[config.mk]
export PLATFORM = sky130hd
export DESIGN_NAME = hdtx_ctrl
export DESIGN_NICKNAME = d
export VERILOG_FILES = /design/src/rtl/hdtx_pkg.sv /design/src/rtl/hdtx_fifo_if.sv /design/src/rtl/hdtx_fifo.sv /design/src/rtl/hdtx_ctrl.sv
export SDC_FILE = /design/constraint.sdc
export NUM_CORES = 1
export LEC_CHECK = 0
export BUFFER_PORTS_ARGS = -buffer_cell sky130_fd_sc_hd__buf_2
export CORE_MARGIN = 2
export CORE_UTILIZATION = 36
export DETAILED_ROUTE_END_ITERATION = 8
export PLACE_DENSITY = 0.62
export SYNTH_ARGS = -nofsm -noshare
export SYNTH_HDL_FRONTEND = slang
export SYNTH_SLANG_ARGS = --single-unit
[constraint.sdc]
create_clock -name ref_clk -period 5.6 [get_ports ref_clk]
set_clock_uncertainty 0.1 [all_clocks]
set_input_delay 0.28 -clock ref_clk [delete_from_list [all_inputs] [get_ports ref_clk]]
set_output_delay 0.28 -clock ref_clk [all_outputs]
set_load 0.05 [all_outputs]
[src/rtl/hdtx_pkg.sv]
/*
 * Constants and types shared by the data-link transmit controller and its byte FIFO.
 * Assumes a single 100 MHz ref_clk domain and an APB register port with 8-bit byte addresses.
 */
`default_nettype none

package hdtx_pkg;

   // ------------------------------------------------------------------
   // Register map (byte addresses, one aligned 32-bit word each)
   // ------------------------------------------------------------------
   localparam logic [7:0] A_CTRL = 8'h00;
   localparam logic [7:0] A_LEN = 8'h04;
   localparam logic [7:0] A_DATA = 8'h08;
   localparam logic [7:0] A_CODE = 8'h0C;
   localparam logic [7:0] A_STAT = 8'h10;

   // Control word fields
   localparam int KIND_BIT = 0;
   localparam int FCS_BIT = 1;
   localparam int IDLE_BIT = 2;
   localparam logic [7:0] CTRL_MASK = 8'h07;
   localparam logic [7:0] CTRL_RESET = 8'h00;
   localparam logic [6:0] LEN_RESET = 7'h00;
   localparam logic [5:0] CODE_RESET = 6'h00;

   // Status word fields
   localparam int ST_BUSY = 0;
   localparam int ST_PEND = 1;
   localparam int ST_UNDER = 2;
   localparam int ST_DONE = 3;
   localparam int ST_NEMPTY = 4;
   localparam int ST_NFULL = 5;

   // ------------------------------------------------------------------
   // Line coding constants
   // ------------------------------------------------------------------
   localparam logic [7:0] FLAG = 8'h7E;
   localparam logic [7:0] PAT_ONES = 8'hFF;
   localparam logic [15:0] CRC_INIT = 16'hFFFF;
   localparam logic [15:0] CRC_POLY = 16'h8408;
   localparam logic [2:0] STUFF_RUN = 3'h5;
   localparam logic [4:0] CNT_OCTET = 5'h08;
   localparam logic [4:0] CNT_WORD = 5'h10;

   // Sizes and link bit rate
   localparam int DATA_W = 8;
   localparam int FIFO_DEPTH = 4;
   localparam int LINK_DIV = 16;

   typedef enum logic [1:0] {PH_IDLE, PH_DATA, PH_FCS, PH_PAT} hdtx_phase_t;
   typedef enum logic [1:0] {U_FLAG, U_DATA, U_FCS, U_PAT} hdtx_unit_t;

endpackage : hdtx_pkg

`default_nettype wire

[src/rtl/hdtx_fifo_if.sv]
/*
 * Valid/ready byte channel between the register port and the serializer, through the FIFO.
 * Assumes one clock; the FIFO owns ready on the fill side and valid/data on the drain side.
 */
`default_nettype none

interface hdtx_fifo_if #(
   parameter int W = 8,
   parameter int D = 4
);
   logic push_valid;
   logic push_ready;
   logic [W-1:0] push_data;
   logic pop_valid;
   logic pop_ready;
   logic [W-1:0] pop_data;

   modport user (output push_valid, push_data, pop_ready, input push_ready, pop_valid, pop_data);
   modport store (input push_valid, push_data, pop_ready, output push_ready, pop_valid, pop_data);
endinterface : hdtx_fifo_if

`default_nettype wire

[src/rtl/hdtx_fifo.sv]
/*
 * Small synchronous FIFO with valid/ready on both sides; depth and width are parameters.
 * Assumes the fill side holds push_valid only while it wants to push and honours push_ready.
 */
`default_nettype none

module hdtx_fifo #(
   parameter int W = 8,
   parameter int D = 4
) (
   input wire logic ref_clk, // Core clock
   input wire logic rstn, // Asynchronous reset, active low
   hdtx_fifo_if.store q // Fill and drain channel
);
   localparam int AW = (D > 1) ? $clog2(D) : 1;
   localparam logic [AW:0] FULL_C = (AW+1)'(D);
   localparam logic [AW-1:0] LAST_C = AW'(D - 1);

   typedef struct packed {
      logic [D-1:0][W-1:0] mem;
      logic [AW-1:0] wp;
      logic [AW-1:0] rp;
      logic [AW:0] cnt;
   } hdtx_fifo_st_t;

   hdtx_fifo_st_t s_q, s_d;
   logic do_push, do_pop;

   // ------------------------------------------------------------------
   // Flags and next state
   // ------------------------------------------------------------------
   assign q.push_ready = (s_q.cnt != FULL_C);
   assign q.pop_valid = (s_q.cnt != '0);
   assign q.pop_data = s_q.mem[s_q.rp];
   assign do_push = q.push_valid & q.push_ready;
   assign do_pop = q.pop_ready & q.pop_valid;

   // Pointers wrap explicitly so that depths other than powers of two work
   always_comb begin
      s_d = s_q;
      if (do_push) begin
         s_d.mem[s_q.wp] = q.push_data;
         s_d.wp = (s_q.wp == LAST_C) ? '0 : s_q.wp + AW'(1);
      end
      if (do_pop) begin
         s_d.rp = (s_q.rp == LAST_C) ? '0 : s_q.rp + AW'(1);
      end
      if (do_push && !do_pop) begin
         s_d.cnt = s_q.cnt + (AW+1)'(1);
      end else if (do_pop && !do_push) begin
         s_d.cnt = s_q.cnt - (AW+1)'(1);
      end
   end

   // State register
   always_ff @(posedge ref_clk or negedge rstn) begin
      if (!rstn) begin
         s_q <= '0;
      end else begin
         s_q <= s_d;
      end
   end

   a_fifo_bound: assert property (@(posedge ref_clk) disable iff (!rstn)
      (s_q.cnt == FULL_C) && !do_pop |=> !q.push_ready && (s_q.cnt == FULL_C))
      else $error("FIFO left full state without a pop");

endmodule : hdtx_fifo

`default_nettype wire

[src/rtl/hdtx_ctrl.sv]
/*
 * Transmit data-link message controller: APB registers, flag fill, framed messages with
 * optional check sequence, repeating bit-pattern messages, and a bit serializer.
 * Assumes the line framer samples dl_bit whenever dl_bit_en pulses, one bit per LINK_DIV cycles.
 */
`default_nettype none

// Behaviour
// - Idle-fill set in framed mode sends only 0x7E flags, overriding messages.
// - Idle-fill clear: flags when nothing pending, otherwise messages go out normally.
// - Idle-fill has no effect in bit-pattern mode.
// - Check-sequence append set adds FCS after each framed message sent in full (not after a starved one); clear omits it.
// - Check-sequence append is ignored in bit-pattern mode.
// - Message kind select: 0 sends bit-pattern message, 1 sends framed message.
module hdtx_ctrl #(
   parameter int LINK_DIV = hdtx_pkg::LINK_DIV,
   parameter int FIFO_DEPTH = hdtx_pkg::FIFO_DEPTH
) (
   input wire logic ref_clk, // Core clock, 100 MHz
   input wire logic rstn, // Asynchronous reset, active low
   input wire logic [7:0] paddr, // APB byte address
   input wire logic psel, // APB select
   input wire logic penable, // APB access phase
   input wire logic pwrite, // APB direction, high for write
   input wire logic [31:0] pwdata, // APB write data
   output logic [31:0] prdata, // APB read data
   output logic pready, // APB ready
   output logic pslverr, // APB error on unmapped address
   output logic dl_bit, // Serial data-link bit
   output logic dl_bit_en // One-cycle strobe marking a new dl_bit
);
   localparam logic [7:0] DIV_TOP = 8'(LINK_DIV - 1);

   typedef struct packed {
      logic [7:0] ctrl;
      logic [6:0] len;
      logic [5:0] code;
      logic pend;
      logic underrun;
      logic done;
      logic pready;
      logic pslverr;
      logic [31:0] prdata;
      logic [7:0] div;
      hdtx_pkg::hdtx_unit_t unit;
      hdtx_pkg::hdtx_phase_t ph;
      logic [15:0] sh;
      logic [4:0] cnt;
      logic [2:0] ones;
      logic [15:0] crc;
      logic [6:0] left;
      logic pat_inf;
      logic bit_o;
      logic bit_en;
   } hdtx_ctrl_st_t;

   hdtx_ctrl_st_t s, n;
   logic tick_w, acc_w, wr_w, load_w, pop_w, mapped_w, fb_w;
   logic [15:0] crc_u;
   logic [31:0] rd_w;

   hdtx_fifo_if #(.W(hdtx_pkg::DATA_W), .D(FIFO_DEPTH)) q_if ();

   hdtx_fifo #(.W(hdtx_pkg::DATA_W), .D(FIFO_DEPTH)) u_fifo (
      .ref_clk(ref_clk),
      .rstn(rstn),
      .q(q_if)
   );

   // ------------------------------------------------------------------
   // Register read mux and address decode
   // ------------------------------------------------------------------
   always_comb begin
      mapped_w = 1'b1;
      rd_w = '0;
      case (paddr)
         hdtx_pkg::A_CTRL: rd_w[7:0] = s.ctrl;
         hdtx_pkg::A_LEN: rd_w[6:0] = s.len;
         hdtx_pkg::A_DATA: rd_w = '0;
         hdtx_pkg::A_CODE: rd_w[5:0] = s.code;
         hdtx_pkg::A_STAT: begin
            rd_w[hdtx_pkg::ST_BUSY] = (s.ph != hdtx_pkg::PH_IDLE);
            rd_w[hdtx_pkg::ST_PEND] = s.pend;
            rd_w[hdtx_pkg::ST_UNDER] = s.underrun;
            rd_w[hdtx_pkg::ST_DONE] = s.done;
            rd_w[hdtx_pkg::ST_NEMPTY] = q_if.pop_valid;
            rd_w[hdtx_pkg::ST_NFULL] = q_if.push_ready;
         end
         default: mapped_w = 1'b0;
      endcase
   end

   // FIFO fill side: a data write is only completed once there is room
   assign acc_w = psel & penable;
   assign wr_w = acc_w & s.pready & pwrite & ~s.pslverr;
   assign q_if.push_valid = wr_w & (paddr == hdtx_pkg::A_DATA);
   assign q_if.push_data = pwdata[7:0];
   assign q_if.pop_ready = pop_w;

   // ------------------------------------------------------------------
   // Next state: bus slave, bit divider, serializer and message sequencing
   // ------------------------------------------------------------------
   always_comb begin
      n = s;
      load_w = 1'b0;
      pop_w = 1'b0;
      fb_w = 1'b0;
      crc_u = s.crc;
      tick_w = (s.div == 8'h00);
      n.div = tick_w ? DIV_TOP : s.div - 8'h01;
      n.bit_en = 1'b0;

      // One wait state; a data write stalls while the FIFO is full
      n.pready = 1'b0;
      n.pslverr = 1'b0;
      if (acc_w && !s.pready) begin
         if (!(pwrite && paddr == hdtx_pkg::A_DATA && !q_if.push_ready)) begin
            n.pready = 1'b1;
            n.pslverr = ~mapped_w;
            n.prdata = (pwrite || !mapped_w) ? 32'h0000_0000 : rd_w;
         end
      end

      // Sticky flags clear before hardware sets, so a same-cycle event survives
      if (wr_w && paddr == hdtx_pkg::A_STAT) begin
         if (pwdata[hdtx_pkg::ST_UNDER]) n.underrun = 1'b0;
         if (pwdata[hdtx_pkg::ST_DONE]) n.done = 1'b0;
      end

      // Emit one bit per tick; a zero goes in after five ones inside a frame
      if (tick_w) begin
         if (s.cnt == 5'h00) begin
            load_w = 1'b1;
         end else if (s.ones == hdtx_pkg::STUFF_RUN) begin
            n.bit_o = 1'b0;
            n.bit_en = 1'b1;
            n.ones = 3'h0;
         end else begin
            n.bit_o = s.sh[0];
            n.bit_en = 1'b1;
            n.sh = s.sh >> 1;
            n.cnt = s.cnt - 5'h01;
            if ((s.unit == hdtx_pkg::U_DATA || s.unit == hdtx_pkg::U_FCS) && s.sh[0]) begin
               n.ones = s.ones + 3'h1;
            end else begin
               n.ones = 3'h0;
            end
            // Reflected CRC over message bits as sent, before stuffing
            if (s.unit == hdtx_pkg::U_DATA) begin
               fb_w = s.crc[0] ^ s.sh[0];
               crc_u = (s.crc >> 1) ^ (fb_w ? hdtx_pkg::CRC_POLY : 16'h0000);
               n.crc = crc_u;
            end
            load_w = (s.cnt == 5'h01);
         end
      end

      // Choose the next octet or word at each unit boundary; flag is the default
      if (load_w) begin
         n.unit = hdtx_pkg::U_FLAG;
         n.sh = {8'h00, hdtx_pkg::FLAG};
         n.cnt = hdtx_pkg::CNT_OCTET;
         if (!s.ctrl[hdtx_pkg::KIND_BIT]) begin
            // Bit-pattern mode: idle fill and append bits are not looked at
            if (s.pend || (s.ph == hdtx_pkg::PH_PAT && (s.pat_inf || s.left != 7'h00))) begin
               if (s.pend) begin
                  n.pend = 1'b0;
                  n.ph = hdtx_pkg::PH_PAT;
                  n.pat_inf = (s.len == 7'h00);
                  n.left = s.len - 7'h01;
               end else begin
                  n.left = s.left - 7'h01;
               end
               n.unit = hdtx_pkg::U_PAT;
               n.sh = {hdtx_pkg::PAT_ONES, 1'b0, s.code, 1'b0};
               n.cnt = hdtx_pkg::CNT_WORD;
            end else begin
               if (s.ph == hdtx_pkg::PH_PAT) n.done = 1'b1;
               n.ph = hdtx_pkg::PH_IDLE;
            end
         end else if (s.ctrl[hdtx_pkg::IDLE_BIT]) begin
            n.ph = hdtx_pkg::PH_IDLE;
         end else begin
            unique case (s.ph)
               hdtx_pkg::PH_DATA: begin
                  if (s.left != 7'h00) begin
                     if (q_if.pop_valid) begin
                        pop_w = 1'b1;
                        n.unit = hdtx_pkg::U_DATA;
                        n.sh = {8'h00, q_if.pop_data};
                        n.left = s.left - 7'h01;
                     end else begin
                        n.underrun = 1'b1; // Starved mid-frame: close it early
                        n.ph = hdtx_pkg::PH_IDLE;
                     end
                  end else if (s.ctrl[hdtx_pkg::FCS_BIT]) begin
                     n.unit = hdtx_pkg::U_FCS;
                     n.sh = ~crc_u;
                     n.cnt = hdtx_pkg::CNT_WORD;
                     n.ph = hdtx_pkg::PH_FCS;
                  end else begin
                     n.ph = hdtx_pkg::PH_IDLE;
                     n.done = 1'b1;
                  end
               end
               hdtx_pkg::PH_FCS: begin
                  n.ph = hdtx_pkg::PH_IDLE;
                  n.done = 1'b1;
               end
               hdtx_pkg::PH_IDLE, hdtx_pkg::PH_PAT: begin
                  n.ph = hdtx_pkg::PH_IDLE;
                  if (s.pend && s.len != 7'h00) begin
                     n.pend = 1'b0;
                     n.ph = hdtx_pkg::PH_DATA;
                     n.left = s.len;
                     n.crc = hdtx_pkg::CRC_INIT;
                  end
               end
            endcase
         end
      end

      // Configuration writes last, so a send armed now is not lost to a load
      if (wr_w) begin
         case (paddr)
            hdtx_pkg::A_CTRL: begin
               n.ctrl = pwdata[7:0] & hdtx_pkg::CTRL_MASK;
               n.pend = 1'b1;
            end
            hdtx_pkg::A_LEN: n.len = pwdata[6:0];
            hdtx_pkg::A_CODE: n.code = pwdata[5:0];
            default: ;
         endcase
      end
   end

   // State register; every top output is a field of it
   always_ff @(posedge ref_clk or negedge rstn) begin
      if (!rstn) begin
         s <= '0;
      end else begin
         s <= n;
      end
   end

   assign prdata = s.prdata;
   assign pready = s.pready;
   assign pslverr = s.pslverr;
   assign dl_bit = s.bit_o;
   assign dl_bit_en = s.bit_en;

   // ------------------------------------------------------------------
   // Checks
   // ------------------------------------------------------------------
   a_idle_fill_flags: assert property (@(posedge ref_clk) disable iff (!rstn)
      load_w && s.ctrl[hdtx_pkg::KIND_BIT] && s.ctrl[hdtx_pkg::IDLE_BIT]
      |=> s.unit == hdtx_pkg::U_FLAG && s.sh[7:0] == 8'h7E && s.ph == hdtx_pkg::PH_IDLE)
      else $error("Idle fill did not load a flag");

   a_frame_start: assert property (@(posedge ref_clk) disable iff (!rstn)
      load_w && s.ctrl[hdtx_pkg::KIND_BIT] && !s.ctrl[hdtx_pkg::IDLE_BIT] && s.pend
      && s.len != 7'h00 && s.ph == hdtx_pkg::PH_IDLE
      |=> s.ph == hdtx_pkg::PH_DATA && s.left == $past(s.len) && !s.pend)
      else $error("Pending framed message did not start");

   a_no_msg_flags: assert property (@(posedge ref_clk) disable iff (!rstn)
      load_w && s.ctrl[hdtx_pkg::KIND_BIT] && !s.pend && s.ph == hdtx_pkg::PH_IDLE
      |=> s.unit == hdtx_pkg::U_FLAG ##1 (s.cnt == 5'h08) [*3])
      else $error("Flag fill not sent while nothing pending");

   a_pat_keeps_going: assert property (@(posedge ref_clk) disable iff (!rstn)
      load_w && !s.ctrl[hdtx_pkg::KIND_BIT] && s.ph == hdtx_pkg::PH_PAT && s.pat_inf
      |=> s.unit == hdtx_pkg::U_PAT && s.cnt == 5'h10)
      else $error("Bit-pattern repeat broken by idle fill");

   a_fcs_append: assert property (@(posedge ref_clk) disable iff (!rstn)
      load_w && s.ctrl[hdtx_pkg::KIND_BIT] && !s.ctrl[hdtx_pkg::IDLE_BIT] && s.ph == hdtx_pkg::PH_DATA
      && s.left == 7'h00 && s.ctrl[hdtx_pkg::FCS_BIT]
      |=> s.unit == hdtx_pkg::U_FCS && s.cnt == 5'h10 && s.sh == ~$past(crc_u))
      else $error("Check sequence not appended");

   a_fcs_omit: assert property (@(posedge ref_clk) disable iff (!rstn)
      load_w && s.ctrl[hdtx_pkg::KIND_BIT] && !s.ctrl[hdtx_pkg::IDLE_BIT] && s.ph == hdtx_pkg::PH_DATA
      && s.left == 7'h00 && !s.ctrl[hdtx_pkg::FCS_BIT]
      |=> s.unit == hdtx_pkg::U_FLAG && s.ph == hdtx_pkg::PH_IDLE && s.done)
      else $error("Closing flag missing without check sequence");

   a_pat_no_fcs: assert property (@(posedge ref_clk) disable iff (!rstn)
      load_w && !s.ctrl[hdtx_pkg::KIND_BIT] |=> s.unit != hdtx_pkg::U_FCS && s.unit != hdtx_pkg::U_DATA)
      else $error("Framed octets loaded in bit-pattern mode");

   a_pat_send: assert property (@(posedge ref_clk) disable iff (!rstn)
      load_w && !s.ctrl[hdtx_pkg::KIND_BIT] && s.pend
      |=> s.ph == hdtx_pkg::PH_PAT && s.sh[15:8] == 8'hFF && s.sh[0] == 1'b0)
      else $error("Bit-pattern send not started");

   a_stuff_zero: assert property (@(posedge ref_clk) disable iff (!rstn)
      tick_w && s.cnt != 5'h00 && s.ones == 3'h5 |=> dl_bit_en && !dl_bit && s.ones == 3'h0)
      else $error("Missing stuffed zero after five ones");

   a_apb_answer: assert property (@(posedge ref_clk) disable iff (!rstn)
      acc_w && !s.pready && !pwrite |=> pready && (pslverr == !$past(mapped_w)))
      else $error("APB read not answered after one wait state");

endmodule : hdtx_ctrl

`default_nettype wire

Word-level counts from Yosys, hierarchy flattened
Cells that the tools add are included.

$lt $le $gt $ge: 3. Equal/unequal tests: 23. Bitwise logic cells: 15. $add $sub $neg: 9. Muxes and demuxes: 92. Reductions and logical operators: 42.

Operators by type and width (number): 21-bit 2-to-1 mux (6); 16-bit 2-to-1 mux (7); 40-bit 2-to-1 mux (2); 34-bit 2-to-1 mux (2); 23-bit 2-to-1 mux (2); 8-bit 2-to-1 mux (5); 7-bit 2-to-1 mux (5); 1-bit 2-to-1 mux (34); 32-bit bitwise mux (1); 25-bit 2-to-1 mux (1); 2-bit 2-to-1 mux (12); 24-bit 2-to-1 mux (1); 6-bit case mux with 4 select lines (1); 20-bit 2-to-1 mux (1); 3-bit 2-to-1 mux (6); 8-bit binary-select mux with 2-bit select (1); 8-bit demux with 2-bit select (1); 8-bit by 4-bit == test with 1-bit output, second input constant (2); 8-bit zero test (2); 16-bit inverter (1); 15-bit by 16-bit bitwise XOR with 16-bit output (1); 3-bit != test, second input constant (5); 7-bit case mux with 2 select lines (1); 7-bit nonzero test (2); other kinds (37) (82).

Output and inout bits: 36. Input bits: 45. Word-level logic and storage cells: 211. Flip-flop bits (word level): 154.

Logic depth before layout (Yosys ltp)
Gate-level depths: netlist (run 1).

Depth after elaboration: 14. Gate-level depth with buffers: 13. Depth with buffers taken out: 12.

Cells and area by module
From an unflattened synthesis (run 1), not the netlist that was laid out.

Cell total of the unflattened synthesis: 650. Area total of the unflattened synthesis: 7134.3 um^2.

Modules (own cells, without submodules): hdtx_ctrl (cells each 534, instances 1, area an instance 5161.2 um^2, sequential area each 2252.2 um^2); hdtx_fifo (cells each 116, instances 1, area an instance 1973.1 um^2, sequential area each 975.9 um^2).

Least setup slack after synthesis (run 1)
No wires, ideal clock.

Kind: reg2reg. From: register s[3] (netlist name). To: register u_fifo.s_q[2] (netlist name). Path slack: 2.753 ns. Cell stages (with the launch flop): 14. Library setup time: 0.079 ns. Required time: 5.421 ns. Path buffers: 1. Data arrival time: 2.668 ns. Period minus slack after synthesis: 2.847 ns. Path through: dfrtp_1 -> inv_1 -> ha_1 -> or3b_1 -> buf_6 -> nor2_1 -> nor3_1 -> nand2_1 -> ha_1 -> inv_1 -> fa_1 -> xor2_1 -> nor2_1 -> xor2_1.

Longest elaborated chain between the ends: 10. Elaborated cells between the ends (all ways): 12. Classes of those cells: mux: 6; bitwise: 1; reduce/logical: 5.

RTL lines: start, declared (RTL line hdtx_ctrl.sv:57) `hdtx_ctrl_st_t s, n;`; start signal, assigned (RTL line hdtx_ctrl.sv:242) `s <= n;`; 7-bit nonzero test (*) (RTL line hdtx_ctrl.sv:186) `if (s.left != 7'h00) begin`; 1-bit 2-to-1 mux (*) (RTL line hdtx_ctrl.sv:186); 1-bit 2-to-1 mux (*) (RTL line hdtx_ctrl.sv:184) `unique case (s.ph)`; 1-bit 2-to-1 mux (*) (RTL line hdtx_ctrl.sv:181) `end else if (s.ctrl[hdtx_pkg::IDLE_BIT]) begin`; 1-bit 2-to-1 mux (*) (RTL line hdtx_ctrl.sv:163) `if (!s.ctrl[hdtx_pkg::KIND_BIT]) begin`; 1-bit 2-to-1 mux (*) (RTL line hdtx_ctrl.sv:159) `if (load_w) begin`; 1-bit AND (*) (RTL line hdtx_fifo.sv:36) `assign do_pop = q.pop_ready & q.pop_valid;`; 1-bit zero test (RTL line hdtx_fifo.sv:48) `if (do_push && !do_pop) begin`; 1-bit logical AND (RTL line hdtx_fifo.sv:48); 3-bit 2-to-1 mux / 2-bit nonzero test (equally long branches); end signal, assigned (RTL line hdtx_fifo.sv:58) `s_q <= '0;`; end signal, assigned (RTL line hdtx_fifo.sv:60) `s_q <= s_d;`; end, declared (RTL line hdtx_fifo.sv:26) `hdtx_fifo_st_t s_q, s_d;`.

Mark *: on every way between the ends. The rest lies on a longest branch, timed or not. A chain may end at the register's enable or synchronous reset.

==> results of run 1 <==
[power by group through the flow]
| stage | logic [mW] | clock network, mW | registers, mW |
|---|---|---|---|
| 6_report | 0.0819 | 1.01 | 0.935 |
| 5_1_grt | 0.0901 | 1.08 | 0.935 |
| 4_1_cts | 0.0835 | 1.03 | 0.935 |
| 3_5_place_dp | 0.0826 | 0 | 0.952 |
| 3_3_place_gp | 0.0822 | 0 | 0.952 |
| 2_1_floorplan | 0.0574 | 0 | 0.955 |
[cell families after synthesis]
family | Yosys count | share of synthesized area (%)
simple gates | 169 | 12.6
compound gates | 137 | 13.5
flops | 129 | 47.4
buf+inv | 79 | 6.56
mux | 76 | 13.6
fa+ha+maj | 21 | 3.97
xor+xnor | 19 | 2.44
other cells | 1 | 0.0550
[registers in the layout, indices dropped and copies added, names as in the netlist]
register and count:
dl_bit 1, dl_bit_en 1, u_fifo.s_q 39, pready 1, s 79, prdata 7
pslverr 1
[path summary, 6_finish.rpt]
path	from	to	slack (ns)	cells after the start
max in group asynchronous	rstn	s[53]	3.62	3
worst min register to register	s[54]	s[54]	0.37	1
min in group asynchronous	rstn	dl_bit_en	0.38	2
worst max register to register	s[30]	u_fifo.s_q[1]	1.81	10
worst min-delay path	pwdata[7]	u_fifo.s_q[14]	0.03	2
worst max-delay path	s[30]	u_fifo.s_q[1]	1.81	10
[routing by layer]
metal | wire (µm) | share of wire [%] | GRT usage (%) | vias up
li1 | - | - | - | 2278
met1 | 7010 | 48 | 21.2 | 2392
met2 | 6920 | 47 | 23.6 | 89
met3 | 545 | 3.7 | 3.68 | 17
met4 | 190 | 1.3 | 5.11 | 0
met5 | 0 | 0 | 0 | -
[per-stage QoR]
stage               hold WS (ns)  utilization (%)
finish                    0.0348             40.7
detailed placement         0.313             37.8
CTS                       0.0309             40.7
global placement           0.310             37.8
global route              0.0381             40.7
floorplan                 -0.116                -
[area by class of cell]
type / instances / share of cell area [%]
well taps: 234 / 3.85
multi-input cells: 447 / 42.6
flip-flops and latches: 129 / 42.5
repair buffers: 37 / 2.70
inverters: 24 / 1.19
clock inverters: 12 / 1.10
clock buffers: 20 / 6.01
[cell usage in the layout (no fill, tap or decap), types with 5 or more instances in the layout]
cell       synthesis  layout
o22ai_1            6       6
mux2i_1           17      17
ha_1              20      20
a22oi_1           15      15
nor3_1            16      16
buf_4             35       6
or4_1              5       5
mux2_2            51      51
nand2_1           62      62
or3_1              5       5
o21ai_0           41      41
clkbuf_16          0      17
nor2_1            37      37
xor2_1             9       9
and2_1             5       5
clkinv_2           0       5
a21oi_1           22      22
inv_1             23      23
conb_1             1      25
xnor2_1           10      10
mux4_2             8       8
a221oi_1           5       5
buf_2              3      30
dfrtp_1          129     129
nor3b_1            5       5
[timing repair]
action,CTS,global route
setup endpoints to repair,0,0
buffers inserted,0,0
endpoints found under the hold margin,58,0
hold buffers,1,0
==> summary.md, run 1 <==
| Metric | Value |
|---|---|
| Status | `finished clean` |
| GRT Overall Usage | `between 15 and 20%` |
| Final nets | `just over 700` |
| Routability congestion estimate from global placement | `about 0.8` |
| Final setup violation count | `0` |
| Unique masters post-synth | `73` |
| Root Driver | `clkbuf_16` |
| Worst path required time | `about 5.8 ns` |
| Fmax | `0.264 GHz` |
| Routed Wire Length | `about 15000 µm` |
| RSZ-0062 raised after global routing | `false` |
| DR WL/cell | `16.2 µm` |
| Max-slew violations | `0` |
| Async SR Flop Fraction | `100%` |
| Port Buffers | `31` |
| Slowest CP cell | `nor2_2` |
| Sequential Area | `about 0.0032 mm²` |
| Count leader, synth | `dfrtp_1` |
| Pre-antenna DRT Iters | `5` |
| Multi-input logic area | `0.00324 mm²` |
| Crit path buf inv count | `2` |
| Synthesized area per cell | `roughly 11 µm²` |
| Switch share | `24.5%` |
| Pwr dens | `between 200 and 300 mW/mm²` |
| CTS clk-pin slew, worst paths | `0.06 ns` |
| CTS tree | `yes` |
| CORE AREA | `approximately 0.019 mm²` |
| Fin cells | `~900` |
| Place WS | `1.84 ns` |
| Initial Util | `between 30% and 40%` |
| Max Cap Viol | `0` |
| CTS Buf Count | `17` |
| Starting DRT DRC Count | `roughly 360` |
| Hold Path Class | `in -> reg` |
| Worst-path maximum fanout | `18` |
| Max stage delay on crit path | `~0.68 ns` |
| Synth Cell Area | `a little under 0.007 mm²` |
| Number of synthesized flops with an enable pin | `0` |
| CP delay by family, top | `simple AND/OR/NAND/NOR gates` |
| Clock buffer depth | `2` |
| Sink Count | `~130` |
| Top FF cell, synth | `dfrtp_1` |
| Register share of total power | `46.1%` |
| Largest net degree at the start of global routing | `between 70 and 80` |
| Global route total overflow | `0` |
| Leakage power | `3.60 nW` |
| Sw power | `between 0.4 and 0.5 mW` |
| Final setup TNS | `0 ns` |
| Antenna violations before repair | `0` |
| Final HPWL DP | `between 10000 and 15000 µm` |
| Syn Inst Count | `~630` |
| Vias/cell | `5.29` |
| Die width | `roughly 140 µm` |
| First-pass GRT wire length | `between 20000 and 25000 µm` |
| Share of layout cells above drive strength 1 | `a little over a fifth` |
| PostCTS Resize Cnt | `0` |
| Fill cell count | `roughly 1800` |
| DP Area | `0.00704 mm²` |
| Setup ws final | `~1.8 ns` |
| CP startpoint kind | `register` |
| Worst VDD drop | `about 0.22 mV` |
| Clock network fraction of design power | `between 40% and 50%` |
| Die H | `around 140 µm` |
| Antenna-violating nets left | `0` |
| Area Growth Syn to Fin | `11.5%` |
| Crit Path Category | `reg -> reg` |
| Antenna fix cells | `0` |
| Design area | `between 0.007 and 0.008 mm²` |
| Slew margin rel. | `approximately a quarter` |
| # rows | `50` |
| Fin crit period | `3.79 ns` |
| Final Hold Viols | `0` |
| Critical Path AT | `approximately 4.0 ns` |
| Die footprint | `0.0200 mm²` |
| Via count | `roughly 4800` |
| CP Cell Sequence | `inv_1, ha_1, nor4b_1, a21oi_1, nor2_2, nand2_1, ha_1, inv_1, fa_1, mux2_2` |
| Comb pwr share | `around 4.0%` |
| Cells after DPL | `870` |
| Worst-Margin Slew | `between 1 and 1.5 ns` |
| Yosys top cell by area | `dfrtp_1` |
| Synth top cells by count | `129 x dfrtp_1, 62 x nand2_1, 51 x mux2_2, 41 x o21ai_0, 37 x nor2_1` |
| Pint | `roughly 1.5 mW` |
| Synth warn | `0` |
| Sequential cell area fraction in the yosys report | `47.4%` |
| Seq cells post-synth | `roughly 130` |
| CP Capture Type | `register` |
| Yosys top cell area share | `between 40 and 50%` |
| Remaining DRCs | `0` |
| Number of global-route vias before repair | `~4700` |
| Top post-synthesis cells by area | `dfrtp_1 47%, mux2_2 8.4%, buf_4 3.9%` |
| Fin crit share | `between 60% and 70%` |
| # H-tree levels | `4` |
| Clk Latency, worst-skew pair | `around 0.42 ns` |
| I/O pin cnt | `81` |
| Overall power | `2.03 mW` |
Power figures use the tool's default switching activity.
==> run 2: changes to the inputs <==
- ABC_AREA: default -> 1
- PLACE_DENSITY: 0.62 -> 0.61
- clock period: 5.6 -> 3.5 ns (I/O delays scaled with it)
==> summary.md, run 2 <==
| Metric | Value |
|---|---|
| Comb pwr share | `4.1% (was 4.0%)` |
| # H-tree levels | `4 (unchanged)` |
| CTS clk-pin slew, worst paths | `0.06 ns (about the same)` |
| Vias/cell | `4.82 (was 5.29)` |
| Synth warn | `0 (unchanged)` |
| PostCTS Resize Cnt | `0 (unchanged)` |
| Final nets | `1029 (was 722)` |
| Leakage power | `3.97 nW (was 3.60 nW)` |
| Critical Path AT | `3.20 ns (was 4.00 ns)` |
| Final Hold Viols | `0 (unchanged)` |
| Routability congestion estimate from global placement | `0.865 (was 0.806)` |
| Sw power | `0.882 mW (was 0.497 mW)` |
| Max stage delay on crit path | `0.41 ns (was 0.68 ns)` |
| CTS tree | `yes (unchanged)` |
| Yosys top cell by area | `dfrtp_1 (unchanged)` |
| Via count | `5979 (was 4776)` |
| Synthesized area per cell | `7.73 µm² (was 10.8 µm²)` |
| Number of synthesized flops with an enable pin | `0 (unchanged)` |
| Antenna-violating nets left | `0 (unchanged)` |
| CP startpoint kind | `register (unchanged)` |
| Worst path required time | `3.72 ns (was 5.81 ns)` |
| Switch share | `25.4% (was 24.5%)` |
| Status | `finished clean (unchanged)` |
| Pint | `2.59 mW (was 1.53 mW)` |
| Max Cap Viol | `0 (unchanged)` |
| Hold Path Class | `in -> reg (unchanged)` |
| Final HPWL DP | `11700 µm (was 10100 µm)` |
| Slowest CP cell | `fa_1 (was nor2_2)` |
| Starting DRT DRC Count | `485 (was 362)` |
| Seq cells post-synth | `129 (unchanged)` |
| Antenna fix cells | `0 (unchanged)` |
| Syn Inst Count | `931 (was 631)` |
| Area Growth Syn to Fin | `12.8% (was 11.5%)` |
| Clock buffer depth | `2 (unchanged)` |
| CP Cell Sequence | `inv_1, ha_1, nand2_1, nor2_1, nand2_2, nand2_1, nor2_2, inv_1, nor2_1, inv_1, ha_1, inv_1, fa_1, mux2_2 (was inv_1, ha_1, nor4b_1, a21oi_1, nor2_2, nand2_1, ha_1, inv_1, fa_1, mux2_2)` |
| Final setup TNS | `0 ns (unchanged)` |
| Largest net degree at the start of global routing | `84 (was 72)` |
| Sink Count | `129 (unchanged)` |
| I/O pin cnt | `81 (unchanged)` |
| Root Driver | `clkbuf_16 (unchanged)` |
| Top FF cell, synth | `dfrtp_1 (unchanged)` |
| First-pass GRT wire length | `28300 µm (was 24200 µm)` |
| Synth Cell Area | `0.00720 mm² (was 0.00681 mm²)` |
| Register share of total power | `43.2% (was 46.1%)` |
| Count leader, synth | `nand2_1 (was dfrtp_1)` |
| Die H | `145 µm (was 142 µm)` |
| Remaining DRCs | `0 (unchanged)` |
| # rows | `51 (was 50)` |
| Max FFs per register | `79 (unchanged)` |
| CP most frequent cell | `inv_1` |
| Top reg by flops | `s (unchanged)` |
| Fill cell count | `2029 (was 1796)` |
| Share of layout cells above drive strength 1 | `11.8% (was 21.1%)` |
| Die width | `145 µm (was 142 µm)` |
| RSZ-0062 raised after global routing | `false (unchanged)` |
| Commonest non-fill, non-tap cell in the layout | `nand2_1 (was dfrtp_1)` |
| CP Capture Type | `register (unchanged)` |
| Synth top cells by count | `273 x nand2_1, 129 x dfrtp_1, 82 x inv_1, 71 x nor2_1, 70 x o21ai_0 (was 129 x dfrtp_1, 62 x nand2_1, 51 x mux2_2, 41 x o21ai_0, 37 x nor2_1)` |
| Die footprint | `0.0211 mm² (was 0.0200 mm²)` |
| Sequential cell area fraction in the yosys report | `44.8% (was 47.4%)` |
| Top post-synthesis cells by area | `dfrtp_1 45%, nand2_1 14%, o21ai_0 4.9% (was dfrtp_1 47%, mux2_2 8.4%, buf_4 3.9%)` |
| Max-slew violations | `0 (unchanged)` |
| Slew margin rel. | `47.1% (was 24.7%)` |
| Initial Util | `36.9% (was 36.6%)` |
| GRT Overall Usage | `16.4% (was 15.3%)` |
| DR WL/cell | `13.5 µm (was 16.2 µm)` |
| Crit Path Category | `reg -> reg (unchanged)` |
| Global route total overflow | `0 (unchanged)` |
| Fin crit period | `2.98 ns (was 3.79 ns)` |
| Antenna violations before repair | `0 (unchanged)` |
| Pre-antenna DRT Iters | `5 (unchanged)` |
| Unique masters post-synth | `40 (was 73)` |
| Number of global-route vias before repair | `5617 (was 4687)` |
| Async SR Flop Fraction | `100% (unchanged)` |
| Worst-Margin Slew | `0.794 ns (was 1.12 ns)` |
| CTS Buf Count | `17 (unchanged)` |
| Fin crit share | `85.0% (was 67.7%)` |
| Clk Latency, worst-skew pair | `0.43 ns (was 0.42 ns)` |
| Port Buffers | `31 (unchanged)` |
| Fmax | `0.336 GHz (was 0.264 GHz)` |
| Most frequent cells in the layout | `273 x nand2_1, 129 x dfrtp_1, 82 x inv_1 (was 129 x dfrtp_1, 62 x nand2_1, 51 x mux2_2)` |
| Clock network fraction of design power | `52.7% (was 49.9%)` |
| Final setup violation count | `0 (unchanged)` |
| Hold Slack | `0.0280 ns (was 0.0348 ns)` |
| Yosys top cell area share | `44.8% (was 47.4%)` |
| CORE AREA | `0.0195 mm² (was 0.0186 mm²)` |
| Worst-path maximum fanout | `7 (was 18)` |
| Pwr dens | `427 mW/mm² (was 267 mW/mm²)` |
| Worst VDD drop | `0.340 mV (was 0.215 mV)` |
| Routed Wire Length | `16700 µm (was 14700 µm)` |
-- run 2: cell types whose count changed after synthesis, sizes merged, moves of 8 or more --
| cell | delta |
|---|---|
| mux2 | -50 |
| nand2 | +217 |
| inv | +66 |
| mux2i | -17 |
| a22oi | -15 |
| mux4 | -8 |
| nand3 | +65 |
| nor2 | +40 |
| xnor2 | -9 |
| o21ai | +60 |
| nand4 | +18 |
-- run 2: cells by family after synthesis --
family / share of synthesized area, %
flip-flops: 44.8
AO/OA/AOI/OAI: 12.0
multiplexers: 0.156
XOR/XNOR: 0.852
AND/OR/NAND/NOR: 28.3
other: 0.0521
buffers and inverters: 10.1
adder cells (fa/ha/maj): 3.75
-- run 2: power by group through the flow --
stage	combinational [mW]	sequential, mW	clock (mW)
4_1_cts	0.147	1.50	1.86
2_1_floorplan	0.102	1.53	0
3_3_place_gp	0.139	1.52	0
3_5_place_dp	0.141	1.52	0
6_report	0.143	1.50	1.83
5_1_grt	0.159	1.50	1.93
-- run 2: cell type report --
cell class              instances  area [µm²]  area share, %
clock inverters                15         174           2.14
repair buffers                 45         284           3.50
inverters                      92         345           4.25
multi-input cells             678        3330           41.1
flip-flops and latches        129        3230           39.7
well taps                     265         332           4.08
clock buffers                  17         425           5.24
-- run 2: path summary, 6_finish.rpt --
kind | start | endpoint | slack (ns) | cells after the start
min in group asynchronous | rstn | s[5] | 0.25 | 2
max in group asynchronous | rstn | s[10] | 2.16 | 3
worst max register to register | s[3] | u_fifo.s_q[1] | 0.52 | 14
worst min-delay path | pwdata[3] | u_fifo.s_q[34] | 0.03 | 3
worst max-delay path | s[3] | u_fifo.s_q[1] | 0.52 | 14
worst min register to register | s[54] | s[54] | 0.34 | 1
-- run 2: worst max-delay path: cells and delay by family, from the launching register on --
family / cells / cell delay, ns
simple gates: 6 / 0.97
fa+ha+maj: 3 / 0.84
flops: 1 / 0.39
buf+inv: 4 / 0.30
mux: 1 / 0.26
-- run 2: routing by layer --
layer,global-route usage [%],share of wire [%],vias up
met1,23.5,50,2800
met3,3.51,3.8,19
li1,-,-,3045
met5,0,0,-
met4,4.90,1.3,0
met2,25.0,44,115
-- run 2: timing repair --
item,in CTS,in global routing
hold endpoints to repair,98,0
buffers inserted,0,0
hold buffers,7,0
-- run 2: per-stage QoR --
stage / power, mW / utilization [%] / instance area [µm²] / std cells / setup slack, ns
after floorplan: 1.63 / - / 7290 / 955 / 0.848
after global placement: 1.66 / 38.2 / 7450 / 1202 / 0.584
after detailed placement: 1.67 / 38.2 / 7450 / 1202 / 0.528
after CTS: 3.50 / 41.6 / 8120 / 1241 / 0.518
after global routing: 3.59 / 41.6 / 8120 / 1241 / 0.287
final: 3.47 / 41.6 / 8120 / 1241 / 0.523
==> run 3: changes to the inputs <==
- PLACE_DENSITY: 0.61 -> 0.52
==> summary.md, run 3 (synthesis results as in run 2) <==
| Metric | Value |
|---|---|
| Status | `finished clean (unchanged)` |
| Global route total overflow | `0 (unchanged)` |
| Slew margin rel. | `41.0% (was 47.1%)` |
| Met3 WL | `523 µm (was 635 µm)` |
| Comb pwr share | `4.3% (was 4.1%)` |
| Leakage power | `3.95 nW (was 3.97 nW)` |
| Sw power | `0.794 mW (was 0.882 mW)` |
| Fin cells | `1238 (was 1241)` |
| Clock network fraction of design power | `51.2% (was 52.7%)` |
| Register share of total power | `44.5% (was 43.2%)` |
| Largest net degree at the start of global routing | `89 (was 84)` |
| CP delay by family, top | `simple AND/OR/NAND/NOR gates (unchanged)` |
| CORE AREA | `0.0195 mm² (unchanged)` |
| DR WL/cell | `14.0 µm (was 13.5 µm)` |
| Max FFs per register | `79 (unchanged)` |
| Antenna violations before repair | `0 (unchanged)` |
| Clk Latency, worst-skew pair | `0.43 ns (about the same)` |
| Port Buffers | `31 (unchanged)` |
| CP Cell Sequence | `inv_1, ha_1, nand2_1, nor2_1, nand2_2, nand2_1, nor2_2, inv_1, nor2_1, inv_1, ha_1, inv_1, fa_1, mux2_2 (unchanged)` |
| Starting DRT DRC Count | `445 (was 485)` |
| Max stage delay on crit path | `0.41 ns (about the same)` |
| Max Cap Viol | `0 (unchanged)` |
| Clock buffer depth | `2 (unchanged)` |
| Worst path required time | `3.70 ns (was 3.72 ns)` |
| CP Capture Type | `register (unchanged)` |
| Crit path buf inv count | `4 (unchanged)` |
| GRT Overall Usage | `17.4% (was 16.4%)` |
| CTS clk-pin slew, worst paths | `0.06 ns (about the same)` |
| Setup ws final | `0.533 ns (was 0.523 ns)` |
| CTS tree | `yes (unchanged)` |
| Worst-Margin Slew | `0.885 ns (was 0.794 ns)` |
| R2R Setup Slk | `0.53 ns (was 0.52 ns)` |
| Final setup TNS | `0 ns (unchanged)` |
| Final setup violation count | `0 (unchanged)` |
| Fin crit period | `2.97 ns (was 2.98 ns)` |
| Via count | `5915 (was 5979)` |
| First-pass GRT wire length | `29500 µm (was 28300 µm)` |
| Switch share | `23.6% (was 25.4%)` |
| Cells after DPL | `1202 (unchanged)` |
| Overall power | `3.37 mW (was 3.47 mW)` |
| RSZ-0062 raised after global routing | `false (unchanged)` |
| CP most frequent cell | `inv_1 (unchanged)` |
| Commonest non-fill, non-tap cell in the layout | `nand2_1 (unchanged)` |
| Routed Wire Length | `17300 µm (was 16700 µm)` |
| Fmax | `0.337 GHz (was 0.336 GHz)` |
| Crit Path Category | `reg -> reg (unchanged)` |
| Antenna-violating nets left | `0 (unchanged)` |
| Root Driver | `clkbuf_16 (unchanged)` |
| Pre-antenna DRT Iters | `4 (was 5)` |
| Die H | `145 µm (unchanged)` |
| Max-slew violations | `0 (unchanged)` |
| DR top layer | `met4 (unchanged)` |
| Hold Slack | `0.00681 ns (was 0.0280 ns)` |
| Worst VDD drop | `0.297 mV (was 0.340 mV)` |
| Share of layout cells above drive strength 1 | `11.5% (was 11.8%)` |
| Critical Path AT | `3.17 ns (was 3.20 ns)` |
| Most frequent cells in the layout | `273 x nand2_1, 129 x dfrtp_1, 82 x inv_1 (unchanged)` |
| Number of global-route vias before repair | `5714 (was 5617)` |
| Antenna fix cells | `0 (unchanged)` |
| Die footprint | `0.0211 mm² (unchanged)` |
| Slowest CP cell | `fa_1 (unchanged)` |
| Pint | `2.57 mW (was 2.59 mW)` |
| Remaining DRCs | `0 (unchanged)` |
| Metal-1 WL | `8830 µm (was 8430 µm)` |
| Pwr dens | `417 mW/mm² (was 427 mW/mm²)` |
| Final Hold Viols | `0 (unchanged)` |
| I/O pin cnt | `81 (unchanged)` |
| CTS Buf Count | `17 (unchanged)` |
| Initial Util | `36.9% (unchanged)` |
| Worst-path maximum fanout | `7 (unchanged)` |
| Sink Count | `129 (unchanged)` |
| Die width | `145 µm (unchanged)` |
| Vias/cell | `4.78 (was 4.82)` |
| # H-tree levels | `4 (unchanged)` |
| Final nets | `1027 (was 1029)` |
| Place WS | `0.529 ns (was 0.528 ns)` |
| Area Growth Syn to Fin | `12.2% (was 12.8%)` |
| Routability congestion estimate from global placement | `0.799 (was 0.865)` |
| Top reg by flops | `s (unchanged)` |
| Final HPWL DP | `12200 µm (was 11700 µm)` |
| # rows | `51 (unchanged)` |
| Met2 Wirelength | `7810 µm (was 7420 µm)` |
| Hold Path Class | `in -> reg (unchanged)` |
| Fin crit share | `84.8% (was 85.0%)` |
| CP startpoint kind | `register (unchanged)` |
[run 3: final timing paths]
check,start,depth (start not counted),to
min in group asynchronous,rstn,2,s[4]
max reg2reg,s[3],14,u_fifo.s_q[1]
max,s[3],14,u_fifo.s_q[1]
min,pwdata[6],3,u_fifo.s_q[37]
max in group asynchronous,rstn,3,s[51]
min reg2reg,s[54],1,s[54]
[run 3: power by group through the flow]
stage                     Combinational (mW)  Sequential (mW)  Clock [mW]
after global placement                 0.143             1.52           0
after global routing                   0.159             1.50        1.84
after CTS                              0.147             1.50        1.76
after floorplan                        0.102             1.53           0
after detailed placement               0.143             1.52           0
final                                  0.144             1.50        1.73
[run 3: what timing repair did]
action	in CTS	in global routing
gates resized for setup	0	0
hold endpoints to repair	94	0
hold buffers	5	0
buffers inserted	0	0
[run 3: layer usage]
layer	vias up	global-route usage (%)
met2	93	26.7
met1	2780	25.0
met5	-	0
met3	15	3.82
met4	0	4.46
li1	3027	-
[run 3: layout make-up]
class,count,area [µm²]
Fill cell,2071,11400
Sequential cell,129,3230
Multi-Input combinational cell,678,3330
Timing Repair Buffer,43,277
Clock buffer,20,447
Clock inverter,11,114
Inverter,92,345
Tap cell,265,332
[run 3: worst min-delay path, stage by stage]
cell,delay (ns)
buf_2,0.07
inv_1,0.09
o21ai_1,0.14
[run 3: per-stage QoR]
step / util, % / cell area, µm²
floorplan: - / 7290
global placement: 38.2 / 7470
detailed placement: 38.2 / 7470
CTS: 41.4 / 8080
global route: 41.4 / 8080
finish: 41.4 / 8080
